### src/rtl/irq_handler_defines.vh
// constants for the vectored interrupt handler
`ifndef IRQ_HANDLER_DEFINES_VH
`define IRQ_HANDLER_DEFINES_VH
`define SLOT_COUNT        22
`define UNUSED_SLOT       20
`define RESET_VECTOR      16'h0000
`define VECTOR_BASE       16'h0003
`define VECTOR_STEP       16'h0008
`define GLOBAL_EN_BIT     7
`define TIMER_CONTROL_REG_TRIG0_BIT    0
`define TIMER_CONTROL_REG_PEND0_BIT    1
`define TIMER_CONTROL_REG_TRIG1_BIT    2
`define TIMER_CONTROL_REG_PEND1_BIT    3
`define P1_FIRST_BIT      4
`define P1_LAST_BIT       7
`define EXTENDED_ENABLE_REG_2_RSVD_BIT     6
`define SLOT_EXT0         0
`define SLOT_EXT1         2
`define SLOT_UART         4
`define SLOT_EXT4         16
`define CALL_CYCLES       4
`define REG_RESET         8'h00
`endif

### src/rtl/irq_arbiter.v
// fixed-order priority encoder with registered winner
`timescale 1ns/1ps
`include "irq_handler_defines.vh"
module irq_arbiter
(
  input  wire        clk_i,
  input  wire        reset_i,
  input  wire [21:0] req_i,
  output reg         any_o,
  output reg  [4:0]  slot_o
);
  // ********************************
  // lowest order number wins
  // ********************************
  function [5:0] pick;
    input [21:0] r;
    integer k;
    begin
      pick = 6'h00;
      for (k = `SLOT_COUNT - 1; k >= 0; k = k - 1)
        if (r[k])
          pick = {1'b1, k[4:0]};
    end
  endfunction

  wire [5:0] win = pick(req_i);

  always @(posedge clk_i)
  begin
    if (reset_i)
    begin
      any_o  <= 1'b0;
      slot_o <= 5'h00;
    end
    else
    begin
      any_o  <= win[5];
      slot_o <= win[4:0];
    end
  end
endmodule

### src/rtl/vectored_interrupt_handler.v
// vectored interrupt handler: flags, masks, two-level arbitration
`timescale 1ns/1ps
`include "irq_handler_defines.vh"
// Operation
// - twenty-two source slots, each on one of two priority levels
// - valid event sets pending flag regardless of any enable
// - enabled pending source raises a call request after current instruction
// - each routine ends with return; core resumes interrupted flow
// - disabled source with flag set raises nothing
// - global enable bit 7 gates every per-source enable
// - enable bits in primary, extended 1 and extended 2 registers
// - some flags clear on vectoring; software clears the rest
// - flag still set after return re-requests after one instruction
// - software write of one to a flag acts like real event; FLAG_SET_I sets only the rx flag of slot 4, never tx
// - lines 0 and 1 select low level or falling edge
// - line 0 and 1 flags at timer control bits 1 and 3
// - edge-mode line 0/1 flag clears when core vectors to it
// - level-mode line 0/1 flag follows the pin, no latching
// - lines 4 to 7 falling edge only, flags at port1 bits 4-7
// - reset vector zero; slot n vectors to 0x0003 plus 8n
// - slot 20 unused, no flag, enable bit reserved
// - multi-flag source requests whenever any of its flags set
// - high pre-empts low routine; high routine never pre-empted
// - priority level of each source comes from PRIORITY_HIGH_I; reset does not clear it
// - high level first, then lower order number wins
// - requests sampled every cycle; response at least five cycles
// - equal or higher running routine blocks until return plus one
module vectored_interrupt_handler
(
  input  wire        CLK_SYS_I,
  input  wire        RESET_I,
  input  wire        EXT_IRQ_LINE_0_I,
  input  wire        EXT_IRQ_LINE_1_I,
  input  wire [7:4]  EXT_IRQ_LINE_HI_I,
  input  wire [21:0] PERIPH_EVENT_I,
  input  wire        SERIAL_RX_EVENT_I,
  input  wire        SERIAL_TX_EVENT_I,
  input  wire [7:0]  PRIMARY_IRQ_ENABLE_REG_I,
  input  wire [7:0]  EXTENDED_ENABLE_REG_1_I,
  input  wire [7:0]  EXTENDED_ENABLE_REG_2_I,
  input  wire [21:0] PRIORITY_HIGH_I,
  input  wire        EXT0_TRIGGER_SELECT_I,
  input  wire        EXT1_TRIGGER_SELECT_I,
  input  wire [21:0] FLAG_SET_I,
  input  wire [21:0] FLAG_CLEAR_I,
  input  wire        SERIAL_RX_CLEAR_I,
  input  wire        SERIAL_TX_CLEAR_I,
  input  wire        INSTR_DONE_I,
  input  wire        CALL_TAKEN_I,
  input  wire        RETURN_FROM_IRQ_I,
  output reg  [21:0] PENDING_O,
  output reg  [7:0]  TIMER_CONTROL_REG_O,
  output reg  [7:0]  PORT1_IRQ_FLAG_REG_O,
  output reg         SERIAL_RX_PENDING_O,
  output reg         SERIAL_TX_PENDING_O,
  output reg         CALL_REQ_O,
  output reg  [15:0] CALL_VECTOR_O,
  output reg  [1:0]  IN_SERVICE_O
);
  // ********************************
  // pin synchronisers and edge detect
  // ********************************
  reg  [5:0]  pin_s1_q;
  reg  [5:0]  pin_s2_q;
  reg  [5:0]  pin_s3_q;
  wire [5:0]  pins = {EXT_IRQ_LINE_HI_I, EXT_IRQ_LINE_1_I, EXT_IRQ_LINE_0_I};
  wire [5:0]  fall = pin_s3_q & ~pin_s2_q;

  always @(posedge CLK_SYS_I)
  begin
    if (RESET_I)
    begin
      pin_s1_q <= 6'h3f;
      pin_s2_q <= 6'h3f;
      pin_s3_q <= 6'h3f;
    end
    else
    begin
      pin_s1_q <= pins;
      pin_s2_q <= pin_s1_q;
      pin_s3_q <= pin_s2_q;
    end
  end

  // ********************************
  // enables and pending flags
  // ********************************
  wire [21:0] src_en;
  assign src_en[5:0]   = PRIMARY_IRQ_ENABLE_REG_I[5:0];
  assign src_en[13:6]  = EXTENDED_ENABLE_REG_1_I;
  assign src_en[19:14] = EXTENDED_ENABLE_REG_2_I[5:0];
  assign src_en[20]    = 1'b0;
  assign src_en[21]    = EXTENDED_ENABLE_REG_2_I[7];
  wire global_en = PRIMARY_IRQ_ENABLE_REG_I[`GLOBAL_EN_BIT];

  reg  [21:0] flag_q;
  reg  [21:0] flag_d;
  reg         rx_q;
  reg         tx_q;
  reg  [21:0] event_v;
  reg  [21:0] vec_clr;
  wire [21:0] pend_view;
  reg  [1:0]  in_svc_q;
  reg  [1:0]  state_q;
  reg  [4:0]  slot_q;
  reg  [2:0]  cnt_q;

  localparam [1:0] ST_IDLE = 2'b00;
  localparam [1:0] ST_CALL = 2'b01;
  localparam [1:0] ST_HOLD = 2'b10;

  // vector-time clear of the two edge-mode lines only
  always @*
  begin
    vec_clr = 22'h000000;
    if (CALL_TAKEN_I && state_q == ST_CALL)
    begin
      if (slot_q == `SLOT_EXT0 && EXT0_TRIGGER_SELECT_I)
        vec_clr[`SLOT_EXT0] = 1'b1;
      if (slot_q == `SLOT_EXT1 && EXT1_TRIGGER_SELECT_I)
        vec_clr[`SLOT_EXT1] = 1'b1;
    end
  end

  genvar g;
  generate
    for (g = 0; g < `SLOT_COUNT; g = g + 1)
    begin : gen_flag
      always @*
      begin
        if (g == `SLOT_EXT0)
          event_v[g] = EXT0_TRIGGER_SELECT_I ? fall[0] : 1'b0;
        else if (g == `SLOT_EXT1)
          event_v[g] = EXT1_TRIGGER_SELECT_I ? fall[1] : 1'b0;
        else if (g >= `SLOT_EXT4 && g < `SLOT_EXT4 + 4)
          // masked index stays in range for every slot
          event_v[g] = fall[((g - `SLOT_EXT4) & 3) + 2];
        else
          event_v[g] = PERIPH_EVENT_I[g];
        // set beats clear; software set behaves as an event
        if (g == `UNUSED_SLOT)
          flag_d[g] = 1'b0;
        else if (event_v[g] || FLAG_SET_I[g])
          flag_d[g] = 1'b1;
        else if (FLAG_CLEAR_I[g] || vec_clr[g])
          flag_d[g] = 1'b0;
        else
          flag_d[g] = flag_q[g];
      end
    end
  endgenerate

  // level mode: flag is the inverted synchronised pin itself
  assign pend_view[`SLOT_EXT0] = EXT0_TRIGGER_SELECT_I ?
    flag_q[`SLOT_EXT0] : ~pin_s2_q[0];
  assign pend_view[`SLOT_EXT1] = EXT1_TRIGGER_SELECT_I ?
    flag_q[`SLOT_EXT1] : ~pin_s2_q[1];
  assign pend_view[1] = flag_q[1];
  assign pend_view[3] = flag_q[3];
  assign pend_view[`SLOT_UART] = rx_q | tx_q;
  assign pend_view[21:5] = flag_q[21:5];

  always @(posedge CLK_SYS_I)
  begin
    if (RESET_I)
    begin
      flag_q <= 22'h000000;
      rx_q   <= 1'b0;
      tx_q   <= 1'b0;
    end
    else
    begin
      flag_q <= flag_d;
      if (SERIAL_RX_EVENT_I || FLAG_SET_I[`SLOT_UART])
        rx_q <= 1'b1;
      else if (SERIAL_RX_CLEAR_I)
        rx_q <= 1'b0;
      if (SERIAL_TX_EVENT_I)
        tx_q <= 1'b1;
      else if (SERIAL_TX_CLEAR_I)
        tx_q <= 1'b0;
    end
  end

  // ********************************
  // two-level arbitration
  // ********************************
  wire [21:0] active = pend_view & src_en & {22{global_en}};
  // a level is eligible only above every routine in service
  wire        hi_ok  = ~in_svc_q[1];
  wire        lo_ok  = ~in_svc_q[1] & ~in_svc_q[0];
  wire [21:0] hi_req = active & PRIORITY_HIGH_I & {22{hi_ok}};
  wire [21:0] lo_req = active & ~PRIORITY_HIGH_I & {22{lo_ok}};
  wire        hi_any;
  wire [4:0]  hi_slot;
  wire        lo_any;
  wire [4:0]  lo_slot;
  reg         hi_win_q;

  irq_arbiter u_hi_arb
  (
    .clk_i   (CLK_SYS_I),
    .reset_i (RESET_I),
    .req_i   (hi_req),
    .any_o   (hi_any),
    .slot_o  (hi_slot)
  );

  irq_arbiter u_lo_arb
  (
    .clk_i   (CLK_SYS_I),
    .reset_i (RESET_I),
    .req_i   (lo_req),
    .any_o   (lo_any),
    .slot_o  (lo_slot)
  );

  // ********************************
  // call sequencing and in-service
  // ********************************
  // sampled winner is one cycle old, giving the detection cycle
  always @(posedge CLK_SYS_I)
  begin
    if (RESET_I)
    begin
      state_q       <= ST_IDLE;
      slot_q        <= 5'h00;
      hi_win_q      <= 1'b0;
      cnt_q         <= 3'h0;
      in_svc_q      <= 2'b00;
      CALL_REQ_O    <= 1'b0;
      CALL_VECTOR_O <= `RESET_VECTOR;
    end
    else
    begin
      case (state_q)
        ST_IDLE:
        begin
          // after a return one instruction must complete first
          if (INSTR_DONE_I && (hi_any || lo_any))
          begin
            state_q       <= ST_CALL;
            slot_q        <= hi_any ? hi_slot : lo_slot;
            hi_win_q      <= hi_any;
            CALL_REQ_O    <= 1'b1;
            CALL_VECTOR_O <= `VECTOR_BASE + `VECTOR_STEP *
              {11'h000, (hi_any ? hi_slot : lo_slot)};
          end
        end
        ST_CALL:
        begin
          if (CALL_TAKEN_I)
          begin
            CALL_REQ_O <= 1'b0;
            if (hi_win_q)
              in_svc_q[1] <= 1'b1;
            else
              in_svc_q[0] <= 1'b1;
            cnt_q   <= 3'h0;
            state_q <= ST_HOLD;
          end
        end
        ST_HOLD:
        begin
          // long call occupies the core; no new decision meanwhile
          if (cnt_q == `CALL_CYCLES - 2)
            state_q <= ST_IDLE;
          else
            cnt_q <= cnt_q + 3'h1;
        end
        default:
          state_q <= ST_IDLE;
      endcase
      if (RETURN_FROM_IRQ_I && state_q != ST_CALL)
      begin
        if (in_svc_q[1])
          in_svc_q[1] <= 1'b0;
        else
          in_svc_q[0] <= 1'b0;
      end
    end
  end

  // ********************************
  // registered flag views
  // ********************************
  always @(posedge CLK_SYS_I)
  begin
    if (RESET_I)
    begin
      PENDING_O            <= 22'h000000;
      TIMER_CONTROL_REG_O  <= `REG_RESET;
      PORT1_IRQ_FLAG_REG_O <= `REG_RESET;
      SERIAL_RX_PENDING_O  <= 1'b0;
      SERIAL_TX_PENDING_O  <= 1'b0;
      IN_SERVICE_O         <= 2'b00;
    end
    else
    begin
      PENDING_O <= pend_view;
      TIMER_CONTROL_REG_O <= {4'h0, pend_view[`SLOT_EXT1],
        EXT1_TRIGGER_SELECT_I, pend_view[`SLOT_EXT0],
        EXT0_TRIGGER_SELECT_I};
      PORT1_IRQ_FLAG_REG_O <= {pend_view[`SLOT_EXT4 + 3:`SLOT_EXT4],
        4'h0};
      SERIAL_RX_PENDING_O <= rx_q;
      SERIAL_TX_PENDING_O <= tx_q;
      IN_SERVICE_O        <= in_svc_q;
    end
  end
endmodule

### config.mk
export PLATFORM = sky130hd
export DESIGN_NAME = vectored_interrupt_handler
export DESIGN_NICKNAME = d
export VERILOG_FILES = /design/src/rtl/irq_arbiter.v /design/src/rtl/vectored_interrupt_handler.v
export VERILOG_INCLUDE_DIRS = /design/src /design/src/rtl
export SDC_FILE = /design/constraint.sdc
export NUM_CORES = 1
export LEC_CHECK = 0
export BUFFER_PORTS_ARGS = -buffer_cell sky130_fd_sc_hd__buf_4
export CAP_MARGIN = 5
export CORE_ASPECT_RATIO = 1.25
export CORE_MARGIN = 2
export CORE_UTILIZATION = 30
export CTS_BUF_LIST = sky130_fd_sc_hd__clkbuf_8
export DETAILED_ROUTE_END_ITERATION = 6
export MAX_ROUTING_LAYER = met4
export SYNTH_ARGS = -nofsm -noshare
export SYNTH_HDL_FRONTEND = slang
export SYNTH_SLANG_ARGS = --single-unit
### constraint.sdc
create_clock -name CLK_SYS_I -period 2.5 [get_ports CLK_SYS_I]
set_input_delay 0.25 -clock CLK_SYS_I [delete_from_list [all_inputs] [get_ports CLK_SYS_I]]
set_output_delay 0.25 -clock CLK_SYS_I [all_outputs]
set_load 0.03 [all_outputs]
; ---- Word-level counts from Yosys, hierarchy flattened
; Cells that the tools add are included.
[word_totals]
register_bits = 125
inputBits = 129
output_inout_bits = 59
wordCells = 262
[classes]
addsub = 2
n_eq_ne = 9
muxes = 114
n_bitwise = 15
reduce_logical = 69
[op_table]
columns = op, count
row1 = $mux 6, 44
row2 = $and 22x22->22, 6
row3 = $mux 1, 58
row4 = $reduce_bool 2->1, 24
row5 = $reduce_or 17->1, 2
row6 = $logic_or 1x1->1, 24
row7 = $not 22->22, 1
row8 = $reduce_or 9->1, 2
row9 = $mux 2, 6
row10 = $reduce_or 5->1, 2
row11 = $add 2x8->9 const A, 1
row12 = $reduce_and 3->1, 3
row13 = $ne 2x2->1 const B, 4
row14 = $and 6x6->6, 1
row15 = $mux 3, 2
row16 = $not 6->6, 1
row17 = $pmux 2 s3, 1
row18 = $pmux 3 s2, 1
row19 = $reduce_or 3->1, 2
row20 = $eq 5x2->1 const B, 1
row21 = $logic_and 1x1->1, 5
row22 = $logic_not 5->1, 1
row23 = $mux 5, 1
row24 = $not 1->1, 4
row25 = other kinds (11), 12

; ---- Logic depth before layout (Yosys ltp)
; Gate-level depths: netlist (run 1).
[depth]
depth_word = 28
depth_mapped = 7
mapped_depth_nobuf = 7

; ---- Cells and area by module
; From an unflattened synthesis (run 1), not the netlist that was laid out.
[hier_totals]
hier_cells = 476
hier_area_um2 = 4159.0
[by_module_without_submodules]
columns = mod, instances, cells_each, area_each_um2, seq_area_each_um2
row1 = vectored_interrupt_handler, 1, 370, 3378.2, 1641.6
row2 = irq_arbiter, 2, 53, 390.4, 120.1

; ---- Least setup slack after synthesis (run 1)
; Ideal clock, no wire load.
[synth_timing]
path_type = register to register
startpoint = reg in_svc_q[1]
endpoint = reg u_lo_arb.slot_o[0]
setup_ns = 0.138
arrival_time_ns = 1.639
required_time_ns = 2.362
slack_ns = 0.724
stages_incl_launch_ff = 8
path_buffers = 2
synth_period_minus_slack_ns = 1.776
cell_sequence = dfxtp_1 buf_6 or3b_1 buf_2 nor3_1 inv_1 a2111oi_1 a211oi_2
[synth_via]
elab_chain_len = 24
elab_cells_between_ends = 25
cone_classes = 21 x mux / 3 x bitwise / 1 x reduce/logical
[synth_lines]
columns = item, line
row1 = start: declaration, vectored_interrupt_handler.v:103  ; reg [1:0] in_svc_q;
row2 = start signal: assignment, vectored_interrupt_handler.v:230  ; in_svc_q <= 2'b00;
row3 = start signal: assignment, vectored_interrupt_handler.v:256  ; in_svc_q[1] <= 1'b1;
row4 = start signal: assignment, vectored_interrupt_handler.v:277  ; in_svc_q[1] <= 1'b0;
row5 = $not 1->1 *, vectored_interrupt_handler.v:191  ; wire lo_ok = ~in_svc_q[1] & ~in_svc_q[0];
row6 = $and 1x1->1 *, vectored_interrupt_handler.v:191
row7 = $and 22x22->22 *, vectored_interrupt_handler.v:193  ; wire [21:0] lo_req = active & ~PRIORITY_HIGH_I & {22{lo_ok}};
row8 = $mux 6 (21 in a row), irq_arbiter.v:21  ; if (r[k])
row9 = end signal: assignment, irq_arbiter.v:38  ; slot_o <= win[4:0];
row10 = end: declaration, irq_arbiter.v:10  ; output reg [4:0] slot_o
; Mark *: on every way between the ends. The rest lies on a longest branch, timed or not.
; A chain may end at the register's enable or synchronous reset.

; ---- Worst setup path after layout (run 1)
; Ends and elaborated chain as after synthesis.

==> results of run 1 <==
==> flip-flops by register name, summed over array words and instances (netlist names), 2 cells and up <==
register	flops
flag_q	20
PENDING_O	17
pin_s1_q	6
pin_s2_q	6
pin_s3_q	6
slot_q	5
u_hi_arb.slot_o	5
u_lo_arb.slot_o	5
PORT1_IRQ_FLAG_REG_O	3
TIMER_CONTROL_REG_O	3
cnt_q	3
IN_SERVICE_O	2
in_svc_q	2
state_q	2
==> power groups by stage <==
stage | logic [W] | clock network, W | registers [W]
2_1_floorplan | 0.000334 | 0 | 0.00174
3_3_place_gp | 0.000645 | 0 | 0.00169
3_5_place_dp | 0.000653 | 0 | 0.00169
4_1_cts | 0.000655 | 0.00109 | 0.00166
5_1_grt | 0.000710 | 0.00116 | 0.00167
6_report | 0.000652 | 0.00104 | 0.00165
==> worst min path at each step <==
stage | from | end | slack (ns) | cells after the start
final | EXT_IRQ_LINE_HI_I[4] | pin_s1_q[2] | 0.06 | 2
after detailed placement | pin_s1_q[2] | pin_s2_q[2] | 0.39 | 1
after floorplan | RESET_I | SERIAL_TX_PENDING_O | 0.33 | 1
after CTS | EXT_IRQ_LINE_HI_I[4] | pin_s1_q[2] | 0.03 | 2
after global routing | EXT_IRQ_LINE_0_I | pin_s1_q[0] | 0.05 | 2
after global placement | pin_s1_q[5] | pin_s2_q[5] | 0.39 | 1
==> per-layer routing <==
metal  vias up  share of wire  global-route usage
met2       138           0.51               0.261
li1       1917              -                   -
met3        15          0.052              0.0308
met1      1739           0.41               0.178
met4         0          0.029              0.0762
met5         -              0                   -
==> worst reg2reg max path, stage by stage (launching register included) <==
cell and delay, ns:
dfxtp_1 0.39, or3b_1 0.53, nor3_1 0.23, inv_1 0.08, a2111oi_1 0.47, a211oi_2 0.08
==> placed cells by master (no fill, tap or decap), types with 2 or more instances in the layout <==
cell       count
nand2b_1      18
clkbuf_8      10
and3_1         7
clkinv_4       2
a21o_1         2
o31ai_1        4
nand4_1       10
a21oi_1       28
o22ai_1        2
nand3b_1      13
nand2_1       28
o2111ai_1      2
nor3_1        15
or2_2         19
conb_1        18
a31oi_1       10
o211ai_1       4
mux2i_1        6
o21ai_0       11
a221oi_1       4
and4_1         3
buf_4        161
inv_1         15
and3b_1        9
or3_1          3
nand3_1       14
dfxtp_1       94
a211oi_1       9
nor2_1        45
o21a_1         2
ha_1           2
nor2b_1       34
a21boi_0       3
==> layout make-up <==
cell class	instances	area, um^2	share of cell area
repair buffers	161	1210	0.216
flip-flops and latches	94	1880	0.337
well taps	175	219	0.0392
clock inverters	6	68.8	0.0123
multi-input cells	343	2020	0.361
inverters	15	56.3	0.0101
clock buffers	10	138	0.0246
==> logic make-up after synthesis <==
kind of cell	after synthesis
AO/OA/AOI/OAI	91
XOR/XNOR	1
adder cells (fa/ha/maj)	2
buffers and inverters	55
flip-flops	94
multiplexers	7
other	1
AND/OR/NAND/NOR	224
==> metrics by stage <==
stage               hold slack [ns]  power, W  utilization  cell area [um^2]  setup slack [ns]
global route                 0.0488   0.00354        0.410              5590             0.457
finish                       0.0642   0.00335        0.410              5590             0.591
global placement              0.393   0.00233        0.395              5380             0.646
CTS                          0.0326   0.00340        0.410              5590             0.606
detailed placement            0.394   0.00234        0.395              5380             0.618
floorplan                     0.329   0.00208            -              4210             0.724
==> results.cfg, run 1 <==
[synth]
synth_edf_count = 0
synthSimpleGateAreaFrac = 0.300
synth_area_leaders = dfxtp_1 45%, nor2b_1 5.1%, buf_4 4.5%
yosys_warnings = 0
yosys.area_share.adder = 0.00604
synth_top_area_frac = 0.454
syn_inst = 475
synth_compound_area_frac = 0.144
syn_area_um2 = 4150
synth_xor_area_frac = 0.00211
async_flop_share = 0
ys_top_cells_by_count = 94 x dfxtp_1, 45 x nor2_1, 34 x nor2b_1
synth_most_common_cell = dfxtp_1
syn_area_per_cell_um2 = 8.73
seq_area_frac_synth = 0.454
synth_ff_type = dfxtp_1
ys_seq_elements = 94
synthMuxAreaShare = 0.0172
synth_top_family_by_area = simple AND/OR/NAND/NOR gates
yosys.area.top_type = dfxtp_1
synth.distinct_cells = 53

[setup_path]
path_cells = or3b_1 > nor3_1 > inv_1 > a2111oi_1 > a211oi_2
critPathLaunchType = register
rr_endpoint = u_lo_arb.slot_o[0]
path_max_fanout = 9
setup.worst_path.end_class = register
critPathMaxStageDelay_ns = 0.53
slowest_stage = or3b_1
r2r_slack_ns = 0.59
r2r_cells = 5
critical_path_required_ns = 2.74
crit_cells = 5
path_buf_inv = 1
arrival_ns = 2.15
cpLargestDelayFamily = simple AND/OR/NAND/NOR gates
critPathKind = reg2reg
crit_start = in_svc_q[1]
r2r-start = in_svc_q[1]
crit_path_end = u_lo_arb.slot_o[0]

[pwr]
switchingPower_w = 0.000957
combPwrFrac = 0.195
p_clk_frac = 0.311
powerDensity_nw_per_um2 = 600
ir_drop_v = 0.000231
sw_frac_of_total = 0.286
cellInternalPower_w = 0.00239
p_leak_nw = 2.55
seqPwrFrac = 0.494

[global_route]
antenna_found_initial = 0
grt_pass1_vias = 3680
gr-usage-all-layers = 0.156
grt_overflow = 0
grt_pass1_wl_um = 17200
grt_max_degree = 47

[floorplanning]
die_y_um = 135
start_util = 0.304
core_area_um2 = 13600
io-pin-count = 188
dieArea_um2 = 14800
num_rows = 48
die_x_um = 109

[layout]
nets = 755
layoutNonFillerInstCount = 804
fill_cells = 1376
diodes = 0
drive_above_1_share = 0.318
area_delta_synth_final_pct = 34.8

[place]
placed_cells = 788
hpwl_um = 8860
port_buffers = 155
gp_congestion = 0.869

[clock_network]
cts_tree = yes
ctsHtreeMaxLevel = 3
cts_setup_buffers = 0
clock_latency_ns = 0.36
clock_path_buffers = 2
tritoncts.num_buffers = 9
hold_buffers = 0
cts_root_buf = clkbuf_8
cts_resized = 0
clk_pin_slew_ns = 0.09
cts.sinks = 94

[sta]
setup-violations-final = 0
drv_slew = 0
finalHoldViolCount = 0
worst_pin_slew_ns = 0.756
fmax_mhz = 524
rsz0062_at_grt = no
worst_slew_margin_rel = 0.483
period_share = 0.764
worst_clock_skew_ns = 0.00850
setup_tns_ns = 0
post-route-min-period_ns = 1.91

[drt]
viasPerCell = 4.74
drt-total-wl_um = 11100
first_iter_violations = 121
wl_per_cell_um = 13.8
first_pass_iters = 4
vias = 3809
drc = 0
antenna_left = 0

[worst_hold_path]
hp-class = in2reg

[status]
outcome = complete, no violations

[flow_run]
cap_viol_max_count = 0
No activity file was read; power rests on OpenSTA's default activity.
==> run 2, diff against run 1 <==
--- a/config.mk
+++ b/config.mk
@@ -6,6 +6,7 @@
 export SDC_FILE = /design/constraint.sdc
 export NUM_CORES = 1
 export LEC_CHECK = 0
+export ABC_AREA = 1
 export BUFFER_PORTS_ARGS = -buffer_cell sky130_fd_sc_hd__buf_4
 export CAP_MARGIN = 5
 export CORE_ASPECT_RATIO = 1.25
==> constraint.sdc (replaced) <==
create_clock -name CLK_SYS_I -period 2 [get_ports CLK_SYS_I]
set_input_delay 0.2 -clock CLK_SYS_I [delete_from_list [all_inputs] [get_ports CLK_SYS_I]]
set_output_delay 0.2 -clock CLK_SYS_I [all_outputs]
set_load 0.03 [all_outputs]
==> run 2 against run 1 <==
Utilization up 1.5 points; flip-flop and latch count is the same; sequential power rose by 24%; synthesized cell count up 21%; total power grew 34%; sequential share of layout area down 1.4 points; clock skew grew 0.0011 ns; clock-buffer cell count is 1 lower; global-route usage about the same; setup slack got worse by 0.37 ns; cell area increased by 4.6%; critical path type unchanged; largest cell class is now sequential cells; largest power group unchanged.
==> results.cfg, run 2 <==
[clock_network]
cts_tree = yes
tritoncts.num_buffers = 9
ctsHtreeMaxLevel = 3
cts_root_buf = clkbuf_8
clock_path_buffers = 2
clk_pin_slew_ns = 0.08
clock_latency_ns = 0.37
cts.sinks = 94

[place]
placed_cells = 893
preCtsSetupSlack_ns = 0.105
port_buffers = 155
hpwl_um = 8660
gp_congestion = 0.851

[global_route]
grt_pass1_wl_um = 17300
grt_pass1_vias = 3733
grt_max_degree = 54
grt_overflow = 0
gr-usage-all-layers = 0.157
antenna_found_initial = 1

[drt]
antenna_left = 0
viasPerCell = 4.27
first_iter_violations = 112
drc = 0
first_pass_iters = 4
vias = 3921
wl_per_cell_um = 12.1
drt-total-wl_um = 11100

[layout]
largest-register = flag_q
final_core_util = 0.425
fill_cells = 1445
multiInputGateArea_um2 = 1750
nets = 870
layout_common_cells = 168 x buf_4, 101 x inv_1, 91 x dfxtp_1
area_delta_synth_final_pct = 39.1
layoutNonFillerInstCount = 919
top_regs = flag_q: 20 flops, PENDING_O: 17 flops
largest_reg_flops = 20
final_common_cell = buf_4
seq_area_um2 = 1890
drive_above_1_share = 0.288

[synth]
syn_area_per_cell_um2 = 7.28
ys_seq_elements = 94
syn_inst = 577
seq_area_frac_synth = 0.448
synth_edf_count = 0
async_flop_share = 0
ys_top_cells_by_count = 99 x inv_1, 94 x dfxtp_1, 92 x nand2_1
yosys_warnings = 0
syn_area_um2 = 4200
synth_area_leaders = dfxtp_1 45%, inv_1 8.8%, nand2_1 8.2%
synth_most_common_cell = inv_1
synth.distinct_cells = 36
synth_top_area_frac = 0.448
yosys.area.top_type = dfxtp_1
synth_ff_type = dfxtp_1

[pwr]
ir_drop_v = 0.000399
p_leak_nw = 2.95
powerDensity_nw_per_um2 = 767
power_w = 0.00448

[setup_path]
rr_endpoint = u_hi_arb.slot_o[0]
critical_path_required_ns = 2.27
path_cells = buf_4 > nor3_1 > inv_1 > nand2_1 > nand2_1 > nand2_1 > nand2_1 > nand2_1 > nand2_1 > nand2_1 > nand2_1 > nand2_1 > nand2_1 > nand2_1 > nand2_1 > nand2_1 > a21oi_1
path_max_fanout = 14
r2r_slack_ns = 0.23
critPathMaxStageDelay_ns = 0.38
slowest_stage = dfxtp_4
arrival_ns = 2.04
path_buf_inv = 2
r2r_cells = 17
r2r-start = in_svc_q[1]
critPathLaunchType = register
setup.worst_path.end_class = register
cp_common_cell = nand2_1
critPathKind = reg2reg
cpLargestDelayFamily = simple AND/OR/NAND/NOR gates

[worst_hold_path]
hp-class = in2reg
hold_end = flag_q[16]
worstHoldPathCells = 3
hp-start = FLAG_SET_I[16]

[sta]
drv_slew = 0
post-route-min-period_ns = 1.77
setup-violations-final = 0
setup_ws_ns = 0.226
finalHoldViolCount = 0
period_share = 0.887
setup_tns_ns = 0
worst_clock_skew_ns = 0.00956
worst_pin_slew_ns = 0.588
fmax_mhz = 564
worst_slew_margin_rel = 0.608

[floorplanning]
dieArea_um2 = 15000
core_area_um2 = 13800
die_y_um = 136
num_rows = 48
start_util = 0.305
io-pin-count = 188
die_x_um = 110

[flow_run]
cap_viol_max_count = 0

[status]
outcome = complete, no violations
==> run 2: cell count changes in the layout (fill, tap and decap cells not counted), sizes merged, moves of 10 or more <==
cell / delta
nand2: +67
nor2: +43
o31a: +15
nand2b: -18
inv: +88
nor3: +24
nand3: +10
nor2b: -34
a21oi: -16
==> run 2: worst max-delay path by stage <==
stage / start / end / slack [ns] / depth (start not counted)
after global routing: flag_q[19] / u_hi_arb.slot_o[0] / -0.008 / 22
final: in_svc_q[1] / u_hi_arb.slot_o[0] / 0.23 / 17
after detailed placement: in_svc_q[1] / u_lo_arb.slot_o[0] / 0.11 / 23
after global placement: in_svc_q[1] / u_lo_arb.slot_o[0] / 0.12 / 23
after floorplan: in_svc_q[1] / u_lo_arb.slot_o[0] / 0.29 / 25
after CTS: in_svc_q[1] / u_lo_arb.slot_o[0] / 0.10 / 23
==> run 2: final cells by class <==
type / instances / share of cell area
flip-flops and latches: 94 / 0.323
repair buffers: 175 / 0.228
diodes: 1 / 0.000428
clock buffers: 9 / 0.0212
clock inverters: 6 / 0.0218
inverters: 104 / 0.0689
multi-input cells: 355 / 0.299
well taps: 175 / 0.0375
==> run 2: report_power, final <==
group / internal, W / total, W / switching, W / leakage, nW
Combinational: 0.000370 / 0.000840 / 0.000470 / 2.04
Clock: 0.000941 / 0.00159 / 0.000648 / 0.132
Sequential: 0.00200 / 0.00205 / 0.0000586 / 0.780
==> run 2: tightest hold or removal path, delay by kind of cell <==
kind	cells	cell delay [ns]
buf+inv	2	0.12
compound gates	1	0.06
==> run 2: cell families after synthesis <==
logic type / share of synthesized area
AOI/OAI and AO/OA: 0.102
adders and majority gates: 0.00596
buffers and inverters: 0.159
DFF: 0.448
other: 0.000893
and+or+nand+nor: 0.284
==> run 2: what timing repair did <==
action / CTS / global route
setup buffers: 0 / 3
hold endpoints to repair: 6 / 1
setup endpoints to repair: 0 / 4
hold buffers: 6 / 1
resized for setup: 0 / 14
==> run 2: stage by stage <==
| step | hold slack [ns] | cell area, um^2 |
|---|---|---|
| final | 0.0284 | 5840 |
| after detailed placement | 0.387 | 5450 |
| after floorplan | 0.300 | 4260 |
| after global placement | 0.385 | 5450 |
| after global routing | 0.0243 | 5840 |
| after CTS | 0.00386 | 5760 |
==> run 2: layer usage <==
layer / GRT usage / up-vias / share of wire / wire length, um
li1: - / 2089 / - / -
met1: 0.173 / 1698 / 0.41 / 4550
met2: 0.265 / 113 / 0.51 / 5630
met3: 0.0264 / 21 / 0.054 / 596
met4: 0.0858 / 0 / 0.031 / 346
met5: - / - / 0 / 0
==> run 3, diff against run 2 <==
--- a/config.mk
+++ b/config.mk
@@ -12,9 +12,10 @@
 export CORE_ASPECT_RATIO = 1.25
 export CORE_MARGIN = 2
 export CORE_UTILIZATION = 30
-export CTS_BUF_LIST = sky130_fd_sc_hd__clkbuf_8
+export CTS_BUF_LIST = sky130_fd_sc_hd__clkbuf_2
 export DETAILED_ROUTE_END_ITERATION = 6
 export MAX_ROUTING_LAYER = met4
+export PLACE_DENSITY_LB_ADDON = 0.05
 export SYNTH_ARGS = -nofsm -noshare
 export SYNTH_HDL_FRONTEND = slang
 export SYNTH_SLANG_ARGS = --single-unit
==> run 3 against run 2 <==
Highest routed layer unchanged; clock-buffer cell count is 1 higher; clock power is 41% lower; utilization is 3.3 points higher; largest power group unchanged; hold slack better by 0.016 ns; critical path depth is 5 higher; largest cell class is now buffers.
==> results.cfg, run 3 (same netlist as run 2, synthesis figures left out) <==
[status]
outcome = complete, no violations

[setup_path]
critPathMaxStageDelay_ns = 0.41
cp_common_cell = nand2_1
slowest_stage = dfxtp_2
critPathLaunchType = register
cpLargestDelayFamily = simple AND/OR/NAND/NOR gates
arrival_ns = 2.38
path_buf_inv = 1
path_max_fanout = 8
setup.worst_path.end_class = register
critPathKind = reg2reg
rr_endpoint = u_lo_arb.slot_o[0]
path_cells = clkinvlp_4 > nand2_8 > nor2_1 > nand2_1 > nand2_1 > nand2_1 > nand2_1 > nand2_1 > nand2_1 > nand2_1 > nand2_1 > nand2_1 > nand2_1 > nand2_1 > nand2_1 > nand2_1 > nand2_1 > nand2_1 > nand2_1 > nand2_1 > nand2_1 > a21oi_2
r2r_slack_ns = 0.14
r2r-start = in_svc_q[0]
r2r_cells = 22
critical_path_required_ns = 2.52

[floorplanning]
dieArea_um2 = 15000
core_area_um2 = 13800
io-pin-count = 188
num_rows = 48
die_y_um = 136
start_util = 0.305
die_x_um = 110

[sta]
drv_slew = 0
post-route-min-period_ns = 1.86
setup-violations-final = 0
worst_slew_margin_rel = 0.623
period_share = 0.928
finalHoldViolCount = 0
fmax_mhz = 539
worst_clock_skew_ns = 0.0282
worst_pin_slew_ns = 0.565
rsz0062_at_grt = yes

[drt]
first_pass_iters = 4
drc = 0
drt-total-wl_um = 11800
first_iter_violations = 160
antenna_left = 0
vias = 4220
viasPerCell = 4.31
wl_per_cell_um = 12.1

[layout]
final_core_util = 0.458
largest_reg_flops = 20
layoutNonFillerInstCount = 978
layout_common_cells = 171 x buf_4, 98 x inv_1, 91 x dfxtp_1
largest-register = flag_q
area_delta_synth_final_pct = 50.1
drive_above_1_share = 0.279
nets = 929
top_regs = flag_q: 20 flops, PENDING_O: 17 flops
final_common_cell = buf_4

[place]
port_buffers = 155
placed_cells = 895
gp_congestion = 0.800
hpwl_um = 8920

[global_route]
grt_pass1_vias = 4123
grt_max_degree = 54
grt_pass1_wl_um = 18800
grt_overflow = 0
antenna_found_initial = 1
gr-usage-all-layers = 0.167

[pwr]
seqPwrFrac = 0.523
combPwrFrac = 0.239
cellInternalPower_w = 0.00275
ir_drop_v = 0.000301
sw_frac_of_total = 0.304
p_leak_nw = 3.15
p_clk_frac = 0.238
powerDensity_nw_per_um2 = 626
switchingPower_w = 0.00120

[worst_hold_path]
hp-start = PRIMARY_IRQ_ENABLE_REG_I[2]
hold_end = u_lo_arb.slot_o[1]
hp-class = in2reg
worstHoldPathCells = 5

[clock_network]
cts_tree = yes
clock_path_buffers = 2
cts.sinks = 94
ctsHtreeMaxLevel = 3
cts_root_buf = clkbuf_2
clock_latency_ns = 0.58
tritoncts.num_buffers = 9
clk_pin_slew_ns = 0.26

[flow_run]
cap_viol_max_count = 0
## run 3: changes by cell type in the layout (fill, tap and decap cells not counted), sizes merged
cell,delta
clkbuf,+1
dlygate4sd3,+56
bufinv,-3
clkinvlp,+2
buf,+3
clkinv,+1
inv,-1
## run 3: worst reg2reg max path, delay by kind of cell (launching register included)
| kind | cells | cell delay (ns) |
|---|---|---|
| simple gates | 20 | 1.17 |
| flops | 1 | 0.41 |
| buf+inv | 1 | 0.13 |
| compound gates | 1 | 0.10 |
## run 3: cell type report
class                           instances  area (um^2)
Antenna cell                            1         2.50
Clock buffer                           10         50.0
Clock inverter                          5         60.1
Fill cell                            1442         7450
Inverter                              104          402
Multi-Input combinational cell        355         1770
Sequential cell                        94         1890
Tap cell                              175          219
Timing Repair Buffer                  234         1910
## run 3: metrics by stage
step / hold WS (ns) / worst slack (ns) / TNS, ns / total power, W / instance area (um^2)
floorplan: 0.300 / 0.293 / 0 / 0.00260 / 4260
global placement: 0.387 / 0.0874 / 0 / 0.00292 / 5470
detailed placement: 0.389 / 0.0504 / 0 / 0.00293 / 5470
CTS: 0.000756 / 0.0152 / 0 / 0.00401 / 6210
global route: 0.0151 / -0.0515 / -0.121 / 0.00420 / 6300
finish: 0.0442 / 0.145 / 0 / 0.00395 / 6300
## run 3: worst max path at each step
stage	startpoint	end	slack, ns	cells past startpoint
CTS	in_svc_q[1]	u_lo_arb.slot_o[0]	0.02	23
global placement	in_svc_q[1]	u_hi_arb.slot_o[0]	0.09	22
detailed placement	in_svc_q[1]	u_lo_arb.slot_o[0]	0.05	23
floorplan	in_svc_q[1]	u_lo_arb.slot_o[0]	0.29	25
global route	in_svc_q[1]	u_lo_arb.slot_o[0]	-0.05	23
finish	in_svc_q[0]	u_lo_arb.slot_o[0]	0.14	22
## run 3: timing repair
action	CTS	global route
setup buffers	0	4
hold buffers	63	0
endpoints found under the setup margin	0	6
endpoints found under the hold margin	45	0
resized for setup	0	19
## run 3: power groups by stage
| stage | clock network (W) | registers, W | logic [W] |
|---|---|---|---|
| global placement | 0 | 0.00210 | 0.000822 |
| finish | 0.000940 | 0.00206 | 0.000943 |
| CTS | 0.00100 | 0.00207 | 0.000938 |
| global route | 0.00107 | 0.00208 | 0.00105 |
| floorplan | 0 | 0.00218 | 0.000420 |
| detailed placement | 0 | 0.00210 | 0.000830 |
## run 3: routing by layer
layer	wire length, um	share of wire	track usage	up-vias
met3	628	0.053	0.0388	15
met1	5260	0.45	0.196	1874
met2	5720	0.49	0.276	122
met4	186	0.016	0.0619	0
met5	0	0	-	-
li1	-	-	-	2209
